[src/logic/tsec_defs.vh]
// constants shared by the two-stage event controller files
`ifndef TSEC_DEFS_VH
`define TSEC_DEFS_VH

// ----------------------------------------------------------------
// register byte offsets (apb, one aligned word each)
// ----------------------------------------------------------------
`define TSEC_OFF_CMASK   8'h00
`define TSEC_OFF_LATCH   8'h04
`define TSEC_OFF_PEND    8'h08
`define TSEC_OFF_PMASK   8'h0C
`define TSEC_OFF_PSTAT   8'h10
`define TSEC_OFF_PWAKE   8'h14
`define TSEC_OFF_IAR0    8'h18
`define TSEC_OFF_IAR1    8'h1C
`define TSEC_OFF_IAR2    8'h20
`define TSEC_OFF_IAR3    8'h24
`define TSEC_OFF_CTRL    8'h28
`define TSEC_OFF_SWRAISE 8'h2C
`define TSEC_OFF_ISTAT   8'h30
`define TSEC_OFF_CORE_MASK_BITS   8'h34

// ----------------------------------------------------------------
// core event levels, 0 is the highest priority
// ----------------------------------------------------------------
`define TSEC_LVL_EMU  4'h0
`define TSEC_LVL_RST  4'h1
`define TSEC_LVL_NMI  4'h2
`define TSEC_LVL_EVX  4'h3
`define TSEC_LVL_RSV  4'h4
`define TSEC_LVL_HWE  4'h5
`define TSEC_LVL_TMR  4'h6
`define TSEC_LVL_GEN0 4'h7
`define TSEC_NGEN     4'h9

// ----------------------------------------------------------------
// fixed masks and reset values
// ----------------------------------------------------------------
`define TSEC_NOMASK_LVLS 16'h000F
`define TSEC_RSV_LVLS    16'h0010
`define TSEC_GEN_LVLS    16'hFF80
`define TSEC_CMASK_RST   16'h000F
`define TSEC_IAR0_RST    32'h22211000
`define TSEC_IAR1_RST    32'h43333332
`define TSEC_IAR2_RST    32'h55555444
`define TSEC_IAR3_RST    32'h66655555

// ----------------------------------------------------------------
// sticky interrupt status bits
// ----------------------------------------------------------------
`define TSEC_IRQ_WAKE 0
`define TSEC_IRQ_NMI  1
`define TSEC_IRQ_HWE  2
`define TSEC_IRQ_W    3

`endif

[src/logic/tsec_sync.v]
// three-flop synchroniser with agreement filter and rise pulse
`timescale 1ns/10ps
`default_nettype none

module tsec_sync #(
  parameter W = 32                 // number of lines
) (
  // clock and reset
  input  wire         pclk,
  input  wire         presetn,
  // asynchronous lines in
  input  wire [W-1:0] async_in,
  // filtered level and one-cycle rise
  output reg  [W-1:0] level,
  output reg  [W-1:0] rise
);

  reg [W-1:0] s1;                  // metastable stage, read by s2 only
  reg [W-1:0] s2;                  // second stage
  reg [W-1:0] s3;                  // third stage

  // ----------------------------------------------------------------
  // chain; a change counts once the second and third stages agree
  // ----------------------------------------------------------------
  always @(posedge pclk or negedge presetn) begin
    if (!presetn) begin
      s1    <= {W{1'b0}};
      s2    <= {W{1'b0}};
      s3    <= {W{1'b0}};
      level <= {W{1'b0}};
      rise  <= {W{1'b0}};
    end else begin
      s1    <= async_in;
      s2    <= s1;
      s3    <= s2;
      // only lines where s2 and s3 agree take the new value
      level <= (s2 & s3) | (level & (s2 ^ s3));
      rise  <= (s2 & s3) & ~level;
    end
  end

endmodule

`default_nettype wire

[src/logic/tsec_top.v]
// two-stage event controller: system stage, core stage, apb registers
//
// Chosen here: the APB interface to the registers and the address map.
`timescale 1ns/10ps
`default_nettype none
`include "tsec_defs.vh"

module tsec_top #(
  parameter NPER = 32,             // peripheral request lines
  parameter AW   = 32              // return address width
) (
  // apb clock and reset
  input  wire            pclk,
  input  wire            presetn,
  // apb slave
  input  wire            psel,
  input  wire            penable,
  input  wire            pwrite,
  input  wire [7:0]      paddr,
  input  wire [31:0]     pwdata,
  output reg  [31:0]     prdata,
  output wire            pready,
  output wire            pslverr,
  // asynchronous event sources
  input  wire [NPER-1:0] periph_irq,
  input  wire            nmi_pin,
  input  wire            wdog_nmi,
  input  wire            emu_req,
  input  wire            rst_req,
  // same-clock core sources
  input  wire            exc_req,
  input  wire            hwerr_req,
  input  wire            ctimer_req,
  input  wire            core_idle,
  // sequencer handshake
  output reg             evt_valid,
  output reg  [3:0]      evt_level,
  input  wire            evt_accept,
  input  wire [AW-1:0]   evt_pc,
  input  wire            evt_return,
  input  wire [3:0]      ret_level,
  output reg  [AW-1:0]   ret_addr,
  output reg             save_state,
  output reg             emul_mode,
  output reg             core_reset,
  // system outputs
  output wire            wake_out,
  output wire            irq
);

  // ----------------------------------------------------------------
  // helpers
  // ----------------------------------------------------------------
  // lowest set index wins; all-zero gives 4'hF (caller checks any)
  function [3:0] tsec_first;
    input [15:0] v;
    integer i;
    begin
      tsec_first = 4'hF;
      for (i = 15; i >= 0; i = i - 1)
        if (v[i])
          tsec_first = i[3:0];
    end
  endfunction

  // general-input number (0..8) that peripheral line n is routed to
  function [3:0] tsec_route;
    input [127:0] interrupt_assignment_regs;
    input integer n;
    begin
      tsec_route = interrupt_assignment_regs[n*4 +: 4];
    end
  endfunction

  // ----------------------------------------------------------------
  // state
  // ----------------------------------------------------------------
  reg  [15:0]     cmask;           // core mask bits
  reg  [15:0]     latch;           // event latch bits
  reg  [15:0]     pend;            // event pending bits (nest stack)
  reg  [31:0]     pmask;           // peripheral mask bits
  reg  [31:0]     pwake;           // peripheral wakeup bits
  reg  [127:0]    interrupt_assignment_regs;             // assignment regs, nibble per line
  reg             gen_en;          // global enable of general levels
  reg  [`TSEC_IRQ_W-1:0] istat;    // sticky interrupt status
  reg  [`TSEC_IRQ_W-1:0] core_mask_bits;    // interrupt mask
  reg  [8:0]      gen_d;           // general inputs one cycle ago
  reg  [2:0]      edge_d;          // core source levels one cycle ago
  reg  [AW-1:0]   ret_mem [0:15];  // return address per level
  reg  [15:0]     next_latch;
  reg  [15:0]     next_pend;
  reg  [8:0]      gen_in;          // combined per general input
  integer         k;

  wire [NPER-1:0] pstat;           // synchronised peripheral level
  wire [3:0]      asy_lvl;         // synchronised emu/rst/nmi lines
  wire [3:0]      asy_rise;

  // ----------------------------------------------------------------
  // synchronisers for pins and peripheral lines
  // ----------------------------------------------------------------
  // peripheral lines need only the filtered level; edges are found
  // later, per general input, after masking and routing
  tsec_sync #(.W(NPER)) u_psync (
    .pclk     (pclk),
    .presetn  (presetn),
    .async_in (periph_irq),
    .level    (pstat),
    .rise     ()
  );

  tsec_sync #(.W(4)) u_csync (
    .pclk     (pclk),
    .presetn  (presetn),
    .async_in ({wdog_nmi, nmi_pin, rst_req, emu_req}),
    .level    (asy_lvl),
    .rise     (asy_rise)
  );

  // ----------------------------------------------------------------
  // system stage: mask and route each line to a general input
  // ----------------------------------------------------------------
  // lines sharing one input merge into one level, so a second line
  // rising while the first still stands gives no new edge
  always @* begin
    gen_in = 9'h000;
    for (k = 0; k < NPER; k = k + 1)
      if (pstat[k] & pmask[k] & (tsec_route(interrupt_assignment_regs, k) < `TSEC_NGEN))
        gen_in[tsec_route(interrupt_assignment_regs, k)] = 1'b1;
  end

  // wake the idle core for any enabled asserting line
  assign wake_out = core_idle & |(pstat & pwake);

  // ----------------------------------------------------------------
  // core stage: edge detect and arbitration
  // ----------------------------------------------------------------
  // nine general inputs feed levels 7 to 15 in order
  wire [8:0]  gen_rise = gen_in & ~gen_d;
  wire        nmi_rise = asy_rise[2] | asy_rise[3];
  wire        exc_rise = exc_req & ~edge_d[0];
  wire        hwe_rise = hwerr_req & ~edge_d[1];
  wire        tmr_rise = ctimer_req & ~edge_d[2];

  // hardware sets per level, seven classes on sixteen levels
  wire [15:0] hw_set = {gen_rise, tmr_rise, hwe_rise, 1'b0,
                        exc_rise, nmi_rise, asy_rise[1],
                        asy_rise[0]};

  // levels 0..3 cannot be masked, reserved level never served
  // clearing the global enable parks general levels in the latch
  wire [15:0] allow = (cmask | `TSEC_NOMASK_LVLS) & ~`TSEC_RSV_LVLS &
                      (gen_en ? 16'hFFFF : ~`TSEC_GEN_LVLS);

  // only levels strictly above the active routine may nest in
  wire [3:0]  act_lvl = tsec_first(pend);
  wire [15:0] above   = (|pend) ? ((16'h0001 << act_lvl) - 16'h0001)
                                : 16'hFFFF;
  // an offer not yet taken is re-evaluated each cycle, so a newly
  // latched higher level replaces it rather than waiting behind it
  wire [15:0] elig    = latch & allow & above;
  wire        take    = evt_valid & evt_accept;

  // ----------------------------------------------------------------
  // apb decode; read data is captured in the setup cycle
  // ----------------------------------------------------------------
  wire setup  = psel & ~penable;
  wire wr_acc = psel & penable & pwrite;
  reg  hit;                                          // address mapped
  reg  [31:0] rd_mux;

  // every register is a flop or a mux of flops, so no wait is needed
  assign pready  = 1'b1;           // zero wait states
  assign pslverr = psel & penable & ~hit;

  always @* begin
    hit    = 1'b1;
    rd_mux = 32'h0000_0000;
    case (paddr)
      `TSEC_OFF_CMASK:   rd_mux = {16'h0000, cmask};
      `TSEC_OFF_LATCH:   rd_mux = {16'h0000, latch};
      `TSEC_OFF_PEND:    rd_mux = {16'h0000, pend};
      `TSEC_OFF_PMASK:   rd_mux = pmask;
      `TSEC_OFF_PSTAT:   rd_mux = pstat & pmask;
      `TSEC_OFF_PWAKE:   rd_mux = pwake;
      `TSEC_OFF_IAR0:    rd_mux = interrupt_assignment_regs[31:0];
      `TSEC_OFF_IAR1:    rd_mux = interrupt_assignment_regs[63:32];
      `TSEC_OFF_IAR2:    rd_mux = interrupt_assignment_regs[95:64];
      `TSEC_OFF_IAR3:    rd_mux = interrupt_assignment_regs[127:96];
      `TSEC_OFF_CTRL:    rd_mux = {31'h0000_0000, gen_en};
      `TSEC_OFF_SWRAISE: rd_mux = 32'h0000_0000;
      `TSEC_OFF_ISTAT:   rd_mux = {29'h0000_0000, istat};
      `TSEC_OFF_CORE_MASK_BITS:   rd_mux = {29'h0000_0000, core_mask_bits};
      default:           hit = 1'b0;                // unmapped: error
    endcase
  end

  // ----------------------------------------------------------------
  // next latch and pending values
  // ----------------------------------------------------------------
  always @* begin
    // clear, take and soft raise first, hardware set last so it wins
    next_latch = latch;
    next_pend  = pend;
    // software clears latch bits only while their mask bit is clear
    if (wr_acc && paddr == `TSEC_OFF_LATCH)
      next_latch = next_latch & ~(pwdata[15:0] & ~cmask);
    // accepted level leaves the latch and enters the nest
    if (take) begin
      next_latch[evt_level] = 1'b0;
      next_pend[evt_level]  = 1'b1;
    end
    // return-from-event of a level closes its nest entry
    if (evt_return)
      next_pend[ret_level] = 1'b0;
    // software raise of general levels, the soft instruction path
    if (wr_acc && paddr == `TSEC_OFF_SWRAISE)
      next_latch = next_latch | (pwdata[15:0] & `TSEC_GEN_LVLS);
    // a new edge wins over a clear in the same cycle
    next_latch = next_latch | hw_set;
  end

  // ----------------------------------------------------------------
  // core stage registers and offer to the sequencer
  // ----------------------------------------------------------------
  always @(posedge pclk or negedge presetn) begin
    if (!presetn) begin
      latch      <= 16'h0000;
      pend       <= 16'h0000;
      gen_d      <= 9'h000;
      edge_d     <= 3'h0;
      evt_valid  <= 1'b0;
      evt_level  <= 4'h0;
      save_state <= 1'b0;
      emul_mode  <= 1'b0;
      core_reset <= 1'b0;
      ret_addr   <= {AW{1'b0}};
    end else begin
      latch  <= next_latch;
      pend   <= next_pend;
      gen_d  <= gen_in;
      edge_d <= {ctimer_req, hwerr_req, exc_req};
      // winner is the highest eligible level; offer drops after a take
      evt_valid <= (|elig) & ~take;
      // level is recomputed every cycle; only valid gives it meaning
      evt_level <= tsec_first(elig);
      // processor state goes to the supervisor stack on every entry
      save_state <= take;
      // reset event pulses the core reset, ranked just below emulation
      core_reset <= take && evt_level == `TSEC_LVL_RST;
      // emulation entry and exit
      // a take of level zero wins over a return in the same cycle
      if (take && evt_level == `TSEC_LVL_EMU)
        emul_mode <= 1'b1;
      else if (evt_return && ret_level == `TSEC_LVL_EMU)
        emul_mode <= 1'b0;
      // each level hands back its own return address
      if (evt_return)
        ret_addr <= ret_mem[ret_level];
    end
  end

  // return address store, no reset needed for the data array
  // an entry is read only after a take of its level has written it
  always @(posedge pclk) begin
    if (take)
      ret_mem[evt_level] <= evt_pc;
  end

  // ----------------------------------------------------------------
  // software registers
  // ----------------------------------------------------------------
  always @(posedge pclk or negedge presetn) begin
    if (!presetn) begin
      cmask  <= `TSEC_CMASK_RST;
      pmask  <= 32'h0000_0000;
      pwake  <= 32'h0000_0000;
      interrupt_assignment_regs    <= {`TSEC_IAR3_RST, `TSEC_IAR2_RST,
                 `TSEC_IAR1_RST, `TSEC_IAR0_RST};
      gen_en <= 1'b1;
      core_mask_bits  <= {`TSEC_IRQ_W{1'b0}};
      prdata <= 32'h0000_0000;
    end else begin
      if (setup)
        prdata <= rd_mux;
      if (wr_acc) begin
        case (paddr)
          `TSEC_OFF_CMASK: cmask <= pwdata[15:0] | `TSEC_NOMASK_LVLS;
          `TSEC_OFF_PMASK: pmask <= pwdata;
          `TSEC_OFF_PWAKE: pwake <= pwdata;
          `TSEC_OFF_IAR0:  interrupt_assignment_regs[31:0]   <= pwdata;
          `TSEC_OFF_IAR1:  interrupt_assignment_regs[63:32]  <= pwdata;
          `TSEC_OFF_IAR2:  interrupt_assignment_regs[95:64]  <= pwdata;
          `TSEC_OFF_IAR3:  interrupt_assignment_regs[127:96] <= pwdata;
          `TSEC_OFF_CTRL:  gen_en <= pwdata[0];
          `TSEC_OFF_CORE_MASK_BITS: core_mask_bits  <= pwdata[`TSEC_IRQ_W-1:0];
          default: ;                                // latch, swraise and istat handled elsewhere; pend and pstat writes ignored
        endcase
      end
    end
  end

  // ----------------------------------------------------------------
  // sticky interrupt status, write one to clear, set wins
  // ----------------------------------------------------------------
  // bit order: hardware error edge, nmi taken, wakeup
  wire [`TSEC_IRQ_W-1:0] ev_set = {hwe_rise,
                                   take && evt_level == `TSEC_LVL_NMI,
                                   wake_out};
  wire [`TSEC_IRQ_W-1:0] ev_clr = (wr_acc && paddr == `TSEC_OFF_ISTAT) ?
                                  pwdata[`TSEC_IRQ_W-1:0] :
                                  {`TSEC_IRQ_W{1'b0}};

  always @(posedge pclk or negedge presetn) begin
    if (!presetn)
      istat <= {`TSEC_IRQ_W{1'b0}};
    else
      istat <= (istat & ~ev_clr) | ev_set;
  end

  // level output while any unmasked status bit stands
  // masking hides a bit from irq without clearing it
  assign irq = |(istat & core_mask_bits);

endmodule

`default_nettype wire

[config.mk]
export PLATFORM = sky130hd
export DESIGN_NAME = tsec_top
export DESIGN_NICKNAME = d
export VERILOG_FILES = /design/src/logic/tsec_sync.v /design/src/logic/tsec_top.v
export VERILOG_INCLUDE_DIRS = /design/src /design/src/logic
export SDC_FILE = /design/constraint.sdc
export NUM_CORES = 1
export LEC_CHECK = 0
export BUFFER_PORTS_ARGS = -buffer_cell sky130_fd_sc_hd__buf_2
export CAP_MARGIN = 20
export CORE_MARGIN = 1.5
export CORE_UTILIZATION = 45
export CTS_CLUSTER_DIAMETER = 150
export DETAILED_ROUTE_END_ITERATION = 8
export PLACE_DENSITY = 0.76
export SLEW_MARGIN = 25
export SYNTH_ARGS = -nofsm -noshare
export SYNTH_HDL_FRONTEND = slang
export SYNTH_SLANG_ARGS = --single-unit
[constraint.sdc]
create_clock -name pclk -period 3.7 [get_ports pclk]
set_input_delay 0.74 -clock pclk [delete_from_list [all_inputs] [get_ports pclk]]
set_output_delay 0.74 -clock pclk [all_outputs]
set_load 0.01 [all_outputs]
=== Word level (Yosys, flattened, before mapping) ===
Memory sizes are Yosys's and may differ from the RTL's. A register that Yosys moved wholly into a read port is not among the register bits.
Cells that the tools add are included.

* Input port bits: 123
* Bits in writable memories: 512
* Flip-flop bits (word level): 443
* Memories kept: 1

* Order comparisons: 100
* Equality and inequality tests: 15
* Bitwise logic cells: 144
* Muxes and demuxes: 144
* Shifts and indexed selects: 1
* Reductions and logical operators: 60
* $add $sub $neg: 1

{| class="wikitable"
|+ Memories
! name !! words !! width !! read ports !! clocked after memory_dff !! wr ports !! line !! RTL
|-
| ret_mem || 16 || 32 || 1 || 1 || 1 || tsec_top.v:89 || <nowiki>reg [AW-1:0] ret_mem [0:15];</nowiki>
|}

{| class="wikitable"
|+ Operators by type and width
! operator !! count
|-
| 32-bit case mux with 13 select lines || 1
|-
| 9-bit 2-to-1 mux || 32
|-
| 9-bit bitwise OR || 31
|-
| 4-bit by 5-bit less-than comparator with 1-bit output, second input constant || 34
|-
| 1-bit demux with 4-bit select || 34
|-
| 4-bit by 1-bit >= comparator with 1-bit output, second input constant || 34
|-
| 32-bit bitwise AND || 4
|-
| 4-bit less-than comparator, second input constant || 32
|-
| 16-bit bitwise AND || 7
|-
| 16-bit 2-to-1 mux || 7
|-
| 4-bit 2-to-1 mux || 28
|-
| 1-bit bitwise AND || 74
|-
| 16-bit NOT || 4
|-
| 8-bit by 6-bit equality test with 1-bit output, second input constant || 6
|-
| 16-bit bitwise OR || 3
|-
| 1-bit logical AND || 41
|-
| 1-bit 2-to-1 mux || 41
|-
| 8-bit by 5-bit equality test with 1-bit output, second input constant || 4
|-
| 32-bit bitwise OR || 1
|-
| 16-bit OR reduction || 2
|-
| 32-bit OR reduction || 1
|-
| 32-bit bitwise XOR || 1
|-
| 2-bit AND reduction || 9
|-
| 8-bit by 4-bit equality test with 1-bit output, second input constant || 2
|-
| 23 further kinds || 32
|}

=== Longest topological paths before layout ===
Gate-level depths: netlist of run 1.

* Word-level depth: 69
* Depth in mapped cells: 11

=== Hierarchy ===
A second synthesis of run 1 with hierarchy kept.

* Cell total of the unflattened synthesis: 2766
* Area, all modules: 42726.0 sq um

{| class="wikitable"
|+ By module, submodules not included
! module !! area each (sq um) !! instances !! cells an instance !! sequential area each (sq um)
|-
| tsec_top || 37275.8 || 1 || 2478 || 23618.9
|-
| tsec_sync (u_psync) || 4844.6 || 1 || 256 || 4003.8
|-
| tsec_sync (u_csync) || 605.6 || 1 || 32 || 500.5
|}

=== Worst setup path before layout of run 1 ===
Ideal clock, no wire load.

* Path type: in2reg
* Start: in evt_accept
* End: mem ret_mem[0][0], enable pin
* Path slack: -0.376 ns
* Data arrival time: 3.608 ns
* Library setup time: 0.468 ns
* Stages on the path: 4
* Buffers on the path: 1
* Cell sequence: nand2_1 -> or3_1 -> clkbuf_1 -> nor3_1

* Cells in the longest elaborated chain, start to end: 3

{| class="wikitable"
|+ Ends and longest elaborated chain
! element !! line !! RTL
|-
| start, declared || tsec_top.v:38 || <nowiki>input wire evt_accept,</nowiki>
|-
| 1-bit bitwise AND || tsec_top.v:162 || <nowiki>wire take = evt_valid & evt_accept;</nowiki>
|-
| 1-bit 2-to-1 mux || tsec_top.v:266 || <nowiki>if (take)</nowiki>
|-
| 1-bit 2-to-1 mux (implied by the code) || tsec_top.v:267 || <nowiki>ret_mem[evt_level] <= evt_pc;</nowiki>
|-
| end, declared || tsec_top.v:89 ||
|}

No other way between the ends.

=== Worst setup path in the final report of run 1 ===
* Start: reg u_psync.level[27]
* End: out wake_out

* Cells in the longest elaborated chain, start to end: 3

{| class="wikitable"
|+ Ends and longest elaborated chain
! element !! line !! RTL
|-
| start, declared || tsec_sync.v:14 || <nowiki>output reg [W-1:0] level,</nowiki>
|-
| start signal, assigned || tsec_sync.v:30 || <nowiki>level <= {W{1'b0}};</nowiki>
|-
| start signal, assigned || tsec_sync.v:37 || <nowiki>level <= (s2 & s3) | (level & (s2 ^ s3));</nowiki>
|-
| 32-bit bitwise AND || tsec_top.v:133 || <nowiki>assign wake_out = core_idle & |(pstat & pwake);</nowiki>
|-
| 32-bit OR reduction || tsec_top.v:133 ||
|-
| 1-bit bitwise AND || tsec_top.v:133 ||
|-
| end, declared || tsec_top.v:47 || <nowiki>output wire wake_out,</nowiki>
|}

No other way between the ends.

==> results.txt, run 1 <==
The fraction of registers with async set/reset is 0.4813. The distinct cell type count of the synthesized netlist came out at between 90 and 100. From synthesis to final layout, the design area changed by 15.46%. Input and output buffers added on the ports amount to just under 200. The met3 demand-to-capacity share in global routing came out at 0.07384.

The final estimated routing congestion in global placement is about 1.1. The via count of the first global-routing pass is between 20000 and 30000. Entering global routing, the biggest net connects a little over 90 pins. After the first detailed-routing iteration, the DRC count stood at approximately 4000. The final-report max-slew violation count is 0.

The number of maximum-capacitance constraint violations came out at 0. The share of the Yosys chip area taken by registers is 0.6559. The number of warning messages in the yosys log came out at 0. The DRC violations left came out at 0.

The category of the most critical setup path is flop to output pin. The total negative slack came out at 0 ps. The overall routing resource usage came out at 0.2881. The most common cell after layout, fill and taps aside is sky130_fd_sc_hd__edfxtp_1. The global-route track usage on met2 came out at 0.4308. In this run, post-CTS hold repair placed 0 buffers. The worst hold path belongs to the class input pin to async pin. The met1 demand-to-capacity share in global routing is 0.4055.

Clock-pin slew was measured on the worst setup and hold paths at about 60 ps. After detailed routing, the total wire length is 136000 um. The area share of the largest cell type after synthesis came out at 0.3691.

The largest buffer count on any clock path came out at 3. The mean instance size in the synthesized netlist is around 15 um^2. Summing over every cut layer, the via total after detailed routing is approximately 28000.

The number of H-tree levels came out at 3. Across the VDD grid, the largest voltage drop is roughly 0.00043 V. The number of flip-flops and latches in the synthesized netlist came out at approximately 990.

The die outline height is between 300 and 400 um. Once layout is complete, the utilization of the core stands at 0.5247. The leakage power summed over all cells came out at 18.75 nW. Measured against its own limit, the worst slew margin works out to 0.2233. The placeable core region is a little over 90000 um^2. The starting density of the core is 0.4545. The ratio of total power to cell area is 544.9 nW/um^2. In this run the cell area of the synthesized design comes to 41660 um^2. The I/O pin count came out at about 200.

The fraction of final layout cells with drive strength greater than 1 came out at 0.3121. The clock tree root buffer cell is sky130_fd_sc_hd__clkbuf_16. The synthesized netlist net count is a little under 3000.

The non-filler instance count after layout is roughly 4200. Of all cell types, the one taking the most synthesized area is sky130_fd_sc_hd__edfxtp_1. The clock drives approximately 990 sinks. After the last flow step, the layout net total stands at between 3000 and 4000.

In this run the most used layer during global routing was met2. The number of nets with antenna violations after detailed routing is 0. The total grt overflow came out at 0. The clock tree skew after final layout is between 60 and 70 ps. The endpoint identified for the worst register-to-register timing path is latch[15]. The initial antenna violation count was 21. The flow ran to the end, and the final reports show no timing, DRC or antenna violations.

Dividing the detail-routed wire length by the instance count gives about 32 um. The placement row count came out at 111. The number of placed instances with taps included came out at between 4000 and 5000. The time the final worst path needs with I/O delays and setup came out at about 3600 ps. The maximum frequency from static timing analysis is 274.5 MHz.

Setup violations remaining at the end of the flow were counted as 0. Data on the critical path is required at its endpoint by between 2000 and 3000 ps. The count of final hold-check violations came out at 0. The number of enable flip-flop cells after synthesis is ~510. Buffers inserted during clock tree synthesis total 99. After legalization and detailed placement, the total HPWL measured 89590 um. The global-route wire length before repair came out at between 150000 and 200000 um. The number of gates resized after CTS was 1. The worst setup path is launched from a flop.

The data arrival time of the worst path is between 2000 and 3000 ps. Hold is met by 67.54 ps. Of all nets on the critical path, the largest fanout is 4. TritonCTS built the clock tree.

The post-synthesis instance total is approximately 2700. Buffers added to address setup during post-CTS repair amount to 0. Setup repair after global routing left no endpoint under its margin. Power comes to between 0.02 and 0.03 W.

For flop-to-flop paths, the worst setup slack is a little under 800 ps. After synthesis, the cell types taking the most area are sky130_fd_sc_hd__edfxtp_1 37%, sky130_fd_sc_hd__dfrtp_1 26%, sky130_fd_sc_hd__mux4_2 8.6%. The most used flip-flop cell after synthesis is sky130_fd_sc_hd__edfxtp_1. In the routed layout, each cell is associated on average with a via count of approximately 6.6. The total iterations of the first detailed-routing run came out at 9. The total die area is 94410 um^2. The number of cell instances on the worst register-to-register path is 7. The slew of the pin with the lowest slew margin is between 1000 and 1500 ps. The x dimension of the die came out at 307.3 um. The clock network latency to the later pin of the worst-skew pair is about 730 ps.

The library cells used most frequently in the layout, excluding fill and tap cells, are 512 x sky130_fd_sc_hd__edfxtp_1, 426 x sky130_fd_sc_hd__dfrtp_1, 240 x sky130_fd_sc_hd__mux2_2. The share of the clock period used by the worst path after layout is 0.9847. The startpoint identified for the worst register-to-register timing path is interrupt_assignment_regs[17]. STA classifies the critical path endpoint as an output pin.
## registers in the layout, summed over array words and instances (netlist names), 3 cells and up
name                       cells
u_csync.s2                     4
evt_level                      4
pmask                         32
u_psync.s1                    32
pend                          16
edge_d                         3
interrupt_assignment_regs    128
u_psync.level                 32
u_psync.s2                    32
u_csync.s3                     4
core_mask_bits                 3
u_psync.s3                    32
ret_mem                      512
u_csync.s1                     4
gen_d                          9
latch                         16
cmask                         12
ret_addr                      32
prdata                        32
u_csync.level                  4
pwake                         32
istat                          3
u_csync.rise                   4
## cell families (layout without fill, tap and decap cells)
logic type               Yosys count  in the layout  share of synthesized area
AO/OA/AOI/OAI                    428            428                    0.07602
XOR/XNOR                           1              1                  0.0002103
adder cells (fa/ha/maj)           37             37                    0.01111
buffers and inverters            205            526                    0.02084
flip-flops                       987            987                     0.6559
multiplexers                     401            401                     0.1516
other                              1             11                 0.00009002
AND/OR/NAND/NOR                  663            663                    0.08425
## where the power goes
group / leakage [nW] / switching (W) / internal (W)
registers: 10.6 / 0.000700 / 0.0123
clock network: 1.68 / 0.00453 / 0.00611
logic: 6.50 / 0.00161 / 0.000956
total: 18.8 / 0.00684 / 0.0194
## per-layer routing
metal / vias to the layer above / part of all wire
met3: 327 / 0.11
met2: 1841 / 0.45
li1: 11170 / -
met4: 16 / 0.039
met1: 14430 / 0.40
met5: - / 0.00068
## stage by stage
stage                     setup slack, ps  area [um^2]
after floorplan                     608.8        41680
after global routing                59.27        48090
final                               56.60        48100
after detailed placement            642.0        44560
after global placement              641.7        44550
after CTS                           86.66        48070
## synth_stat cells (47+ instances only)
| master | number |
|---|---|
| sky130_fd_sc_hd__a21o_1 | 71 |
| sky130_fd_sc_hd__a21oi_1 | 49 |
| sky130_fd_sc_hd__a22oi_1 | 47 |
| sky130_fd_sc_hd__clkbuf_1 | 86 |
| sky130_fd_sc_hd__dfrtp_1 | 426 |
| sky130_fd_sc_hd__dfstp_2 | 49 |
| sky130_fd_sc_hd__edfxtp_1 | 512 |
| sky130_fd_sc_hd__inv_1 | 54 |
| sky130_fd_sc_hd__mux2_2 | 240 |
| sky130_fd_sc_hd__mux4_2 | 160 |
| sky130_fd_sc_hd__nand2_1 | 173 |
| sky130_fd_sc_hd__nand3_1 | 76 |
| sky130_fd_sc_hd__nor2_1 | 109 |
| sky130_fd_sc_hd__nor3_1 | 70 |
## critical path, cell delays in order, from the launching register on
cell	delay, ps
sky130_fd_sc_hd__dfrtp_1	470
sky130_fd_sc_hd__a22o_1	300
sky130_fd_sc_hd__a221oi_2	380
sky130_fd_sc_hd__buf_4	180
sky130_fd_sc_hd__nand4_1	250
sky130_fd_sc_hd__o31a_1	430
sky130_fd_sc_hd__buf_2	170
## worst max path at each step
stage	start	end	slack (ps)	cells after the start
floorplan	evt_accept	ret_mem[12][0]	610	4
global placement	u_psync.level[27]	wake_out	640	6
detailed placement	u_psync.level[27]	wake_out	640	6
CTS	u_psync.level[27]	wake_out	90	6
global route	u_psync.level[8]	wake_out	60	4
finish	u_psync.level[27]	wake_out	60	6
## layout make-up
| cell class | count | area, um^2 |
|---|---|---|
| sequential | 987 | 27320 |
| tap | 1186 | 1484 |
| timing repair buffer | 283 | 1903 |
| multi-input combinational | 1531 | 13630 |
| antenna | 10 | 25.02 |
| clock buffer | 129 | 2720 |
| fill | 7259 | 43570 |
| clock inverter | 56 | 790.8 |
| inverter | 58 | 217.7 |
(Power assumes the default switching activity.)
==> run 2, diff against run 1 <==
--- a/config.mk
+++ b/config.mk
@@ -8,11 +8,11 @@
 export LEC_CHECK = 0
 export BUFFER_PORTS_ARGS = -buffer_cell sky130_fd_sc_hd__buf_2
 export CAP_MARGIN = 20
-export CORE_MARGIN = 1.5
 export CORE_UTILIZATION = 45
 export CTS_CLUSTER_DIAMETER = 150
 export DETAILED_ROUTE_END_ITERATION = 8
-export PLACE_DENSITY = 0.76
+export PLACE_DENSITY_LB_ADDON = 0.3
+export RECOVER_POWER = 25
 export SLEW_MARGIN = 25
 export SYNTH_ARGS = -nofsm -noshare
 export SYNTH_HDL_FRONTEND = slang
==> run 2 against run 1 <==
Against the previous run: die area is 0.65% lower; utilization is 0.087 points higher; hold slack worse by 30 ps; clock-buffer cell count is 4 lower; sequential share of layout area is 0.094 points lower; sequential cell count stayed put; final cell count is 0.33% higher; clock skew hardly changed; sequential power hardly changed; design area is 0.17% higher; largest cell class unchanged.
==> results.txt, run 2 (synthesized netlist as in run 1, its figures left out) <==
The run finished with clean final reports. The worst hold margin came out at 37.44 ps (-30.11 ps). The total via count after detailed routing came out at 27210 (-2.1%). The DRC violations left is 0 (unchanged).

The largest buffer count on any clock path is 3 (unchanged). More flip-flops sit in one register than any other, and that register is ret_mem. The total iterations of the first detailed-routing run came out at 6 (-3). The post-CTS clock slew at the launch and capture registers of the worst setup and hold paths came out at 60 ps (about the same).

The endpoint class of the critical path is an output pin. The number of placed instances with taps included was 4063 (+0.44%). The final estimated routing congestion in global placement is 1.032 (-2.2%). The required time of the critical path was 2960 ps (about the same).

The number of nets at the end of the flow came out at 3138 (+0.58%). The clock sink count was 987 (unchanged). Setup repair after global routing left no endpoint under its margin. The area growth from synthesis to final layout came out at 15.65%. The violation count after the first detailed-routing iteration is 3199 (-18%).

The ratio of total power to cell area came out at 536.9 nW/um^2 (-1.5%). The final-report max-slew violation count came out at 0 (unchanged). The maximum frequency from static timing analysis is 276.1 MHz (+0.58%).

The final routed wire length divided by cell count came to 31.93 um (-0.44%). The endpoint of the worst register-to-register path is latch[15]. The ratio of routed vias to standard cells was 6.396 (-2.4%). The final wirelength is 135800 um (-0.11%).

The count of final hold-check violations is 0 (unchanged). The number of maximum-capacitance constraint violations was 0 (unchanged). The slew of the pin with the lowest slew margin came out at 1104 ps (-58.92 ps). The final count of negative-setup-slack endpoints came to 0 (unchanged).

The worst setup path is launched from a flop. The post-cts sizing count came out at 0 (-1). The time the final worst path needs with I/O delays and setup was 3622 ps (-21.15 ps). The fraction of final layout cells with drive strength greater than 1 came out at 0.3061 (-0.005954).

The number of nets with antenna violations after detailed routing is 0 (unchanged). The total grt overflow came out at 0 (unchanged). The number of hold buffers added after CTS is 0 (unchanged). The I/O pin count came out at 199 (unchanged). The x dimension of the die was 306.3 um (-0.33%). The relative slew slack is 0.2452 (+0.02193).

The largest registers in the layout are ret_mem: 512 flops, interrupt_assignment_regs: 128 flops. The top cell types in the final layout, fill and taps aside, are 512 x sky130_fd_sc_hd__edfxtp_1, 426 x sky130_fd_sc_hd__dfrtp_1, 240 x sky130_fd_sc_hd__mux2_2. The total negative slack came out at 0 ps (unchanged). The non-filler instance count after layout came to 4254 (+0.33%).

The count of input and output buffers is 197 (unchanged). The setup path with the least slack is of type flop to output pin. The placement row count came to 111 (unchanged).

The fill cell total of the finished layout is 7486 (+3.1%). The flip-flop count of the largest register, all copies and words added is 512 (unchanged). The maximum number of pins on one net before global-route repair came to 86 (-5.5%). The via count of the first global-routing pass was 27020 (-1.5%). The global-route wire length before repair came to 195500 um (about the same).

The data arrival time of the worst path came out at 2880 ps (-20 ps). The die outline height came to 306.3 um (-0.33%). The maximum ir drop on the vdd rail came out at 0.0004563 V (+6.0%).

The HPWL after detailed placement came out at 94720 um (+5.7%). The tree is rooted in a sky130_fd_sc_hd__clkbuf_16. TritonCTS built the clock tree. The clock tree skew after final layout came out at 65.92 ps (-0.2532 ps). The slack of the worst reg-to-reg path is 580 ps (-210 ps). Leaving out fill and tap cells, the most frequent cell in the layout is sky130_fd_sc_hd__edfxtp_1. The number of H-tree levels came out at 3 (unchanged). The overall routing resource usage is 0.2910 (+0.002863). The maximum fanout along the worst path is 4 (unchanged).

The number of CTS-inserted buffers came out at 99 (unchanged). The starting density of the core is 0.4545 (unchanged). The total die area came out at 93800 um^2 (-0.65%). The share of the clock period used by the worst path after layout was 0.9790 (-0.005715). The kind of path behind the tightest hold check is input pin to async pin. The sum of internal, switching and leakage power came out at 0.02587 W (-1.3%). The number of cell instances on the worst register-to-register path is 6 (-1). The setup fix buffers added after clock tree synthesis was 0 (unchanged). The leakage power summed over all cells is 18.74 nW (about the same).

The placeable core region is 91660 um^2 (unchanged). The clock network latency to the later pin of the worst-skew pair came out at 730 ps (about the same). The initial antenna violation count is 5 (-76%). In this run the critical register-to-register path is launched from interrupt_assignment_regs[88].
-- run 2: layout make-up --
cell class / count / area, um^2 / share of cell area
multi-input combinational: 1531 / 13640 / 0.2830
inverter: 58 / 217.7 / 0.004519
antenna: 4 / 10.01 / 0.0002078
timing repair buffer: 301 / 2071 / 0.04298
clock buffer: 125 / 2689 / 0.05581
clock inverter: 62 / 748.2 / 0.01553
sequential: 987 / 27320 / 0.5671
tap: 1186 / 1484 / 0.03080
-- run 2: critical path: stages, from the launching register on --
cell                       delay [ps]
sky130_fd_sc_hd__dfrtp_1          440
sky130_fd_sc_hd__a22o_1           220
sky130_fd_sc_hd__a221oi_1         460
sky130_fd_sc_hd__nand4_1          450
sky130_fd_sc_hd__o31a_1           480
sky130_fd_sc_hd__buf_2            180
-- run 2: metrics by stage --
stage	setup slack, ps	utilization	cell area, um^2
after floorplan	608.8	-	41680
after global placement	409.3	0.4883	44760
after detailed placement	545.7	0.4885	44770
after CTS	81.34	0.5259	48210
after global routing	1.803	0.5255	48170
final	77.75	0.5256	48180
-- run 2: metal layers --
| metal | vias to the layer above | track usage | part of all wire | routed length, um |
|---|---|---|---|---|
| li1 | 11230 | - | - | - |
| met1 | 14310 | 0.4079 | 0.41 | 55900 |
| met2 | 1418 | 0.4538 | 0.46 | 63060 |
| met3 | 246 | 0.05440 | 0.085 | 11560 |
| met4 | 2 | 0.1072 | 0.039 | 5289 |
| met5 | - | 0 | 0.000096 | 13 |
-- run 2: where the power goes --
part / internal, W / leakage (nW) / total (W) / switching [W]
clock network: 0.00592 / 1.66 / 0.0103 / 0.00442
logic: 0.000979 / 6.51 / 0.00255 / 0.00158
registers: 0.0123 / 10.6 / 0.0130 / 0.000655
total: 0.0192 / 18.7 / 0.0259 / 0.00665
-- run 2: worst max-delay path by stage --
stage / cells past startpoint / slack, ps / from / end
after floorplan: 4 / 610 / evt_accept / ret_mem[12][0]
after global placement: 6 / 410 / paddr[1] / prdata[0]
after detailed placement: 9 / 550 / paddr[6] / prdata[1]
after CTS: 5 / 80 / u_psync.level[28] / wake_out
after global routing: 5 / 2 / u_psync.level[17] / wake_out
final: 5 / 80 / u_psync.level[28] / wake_out
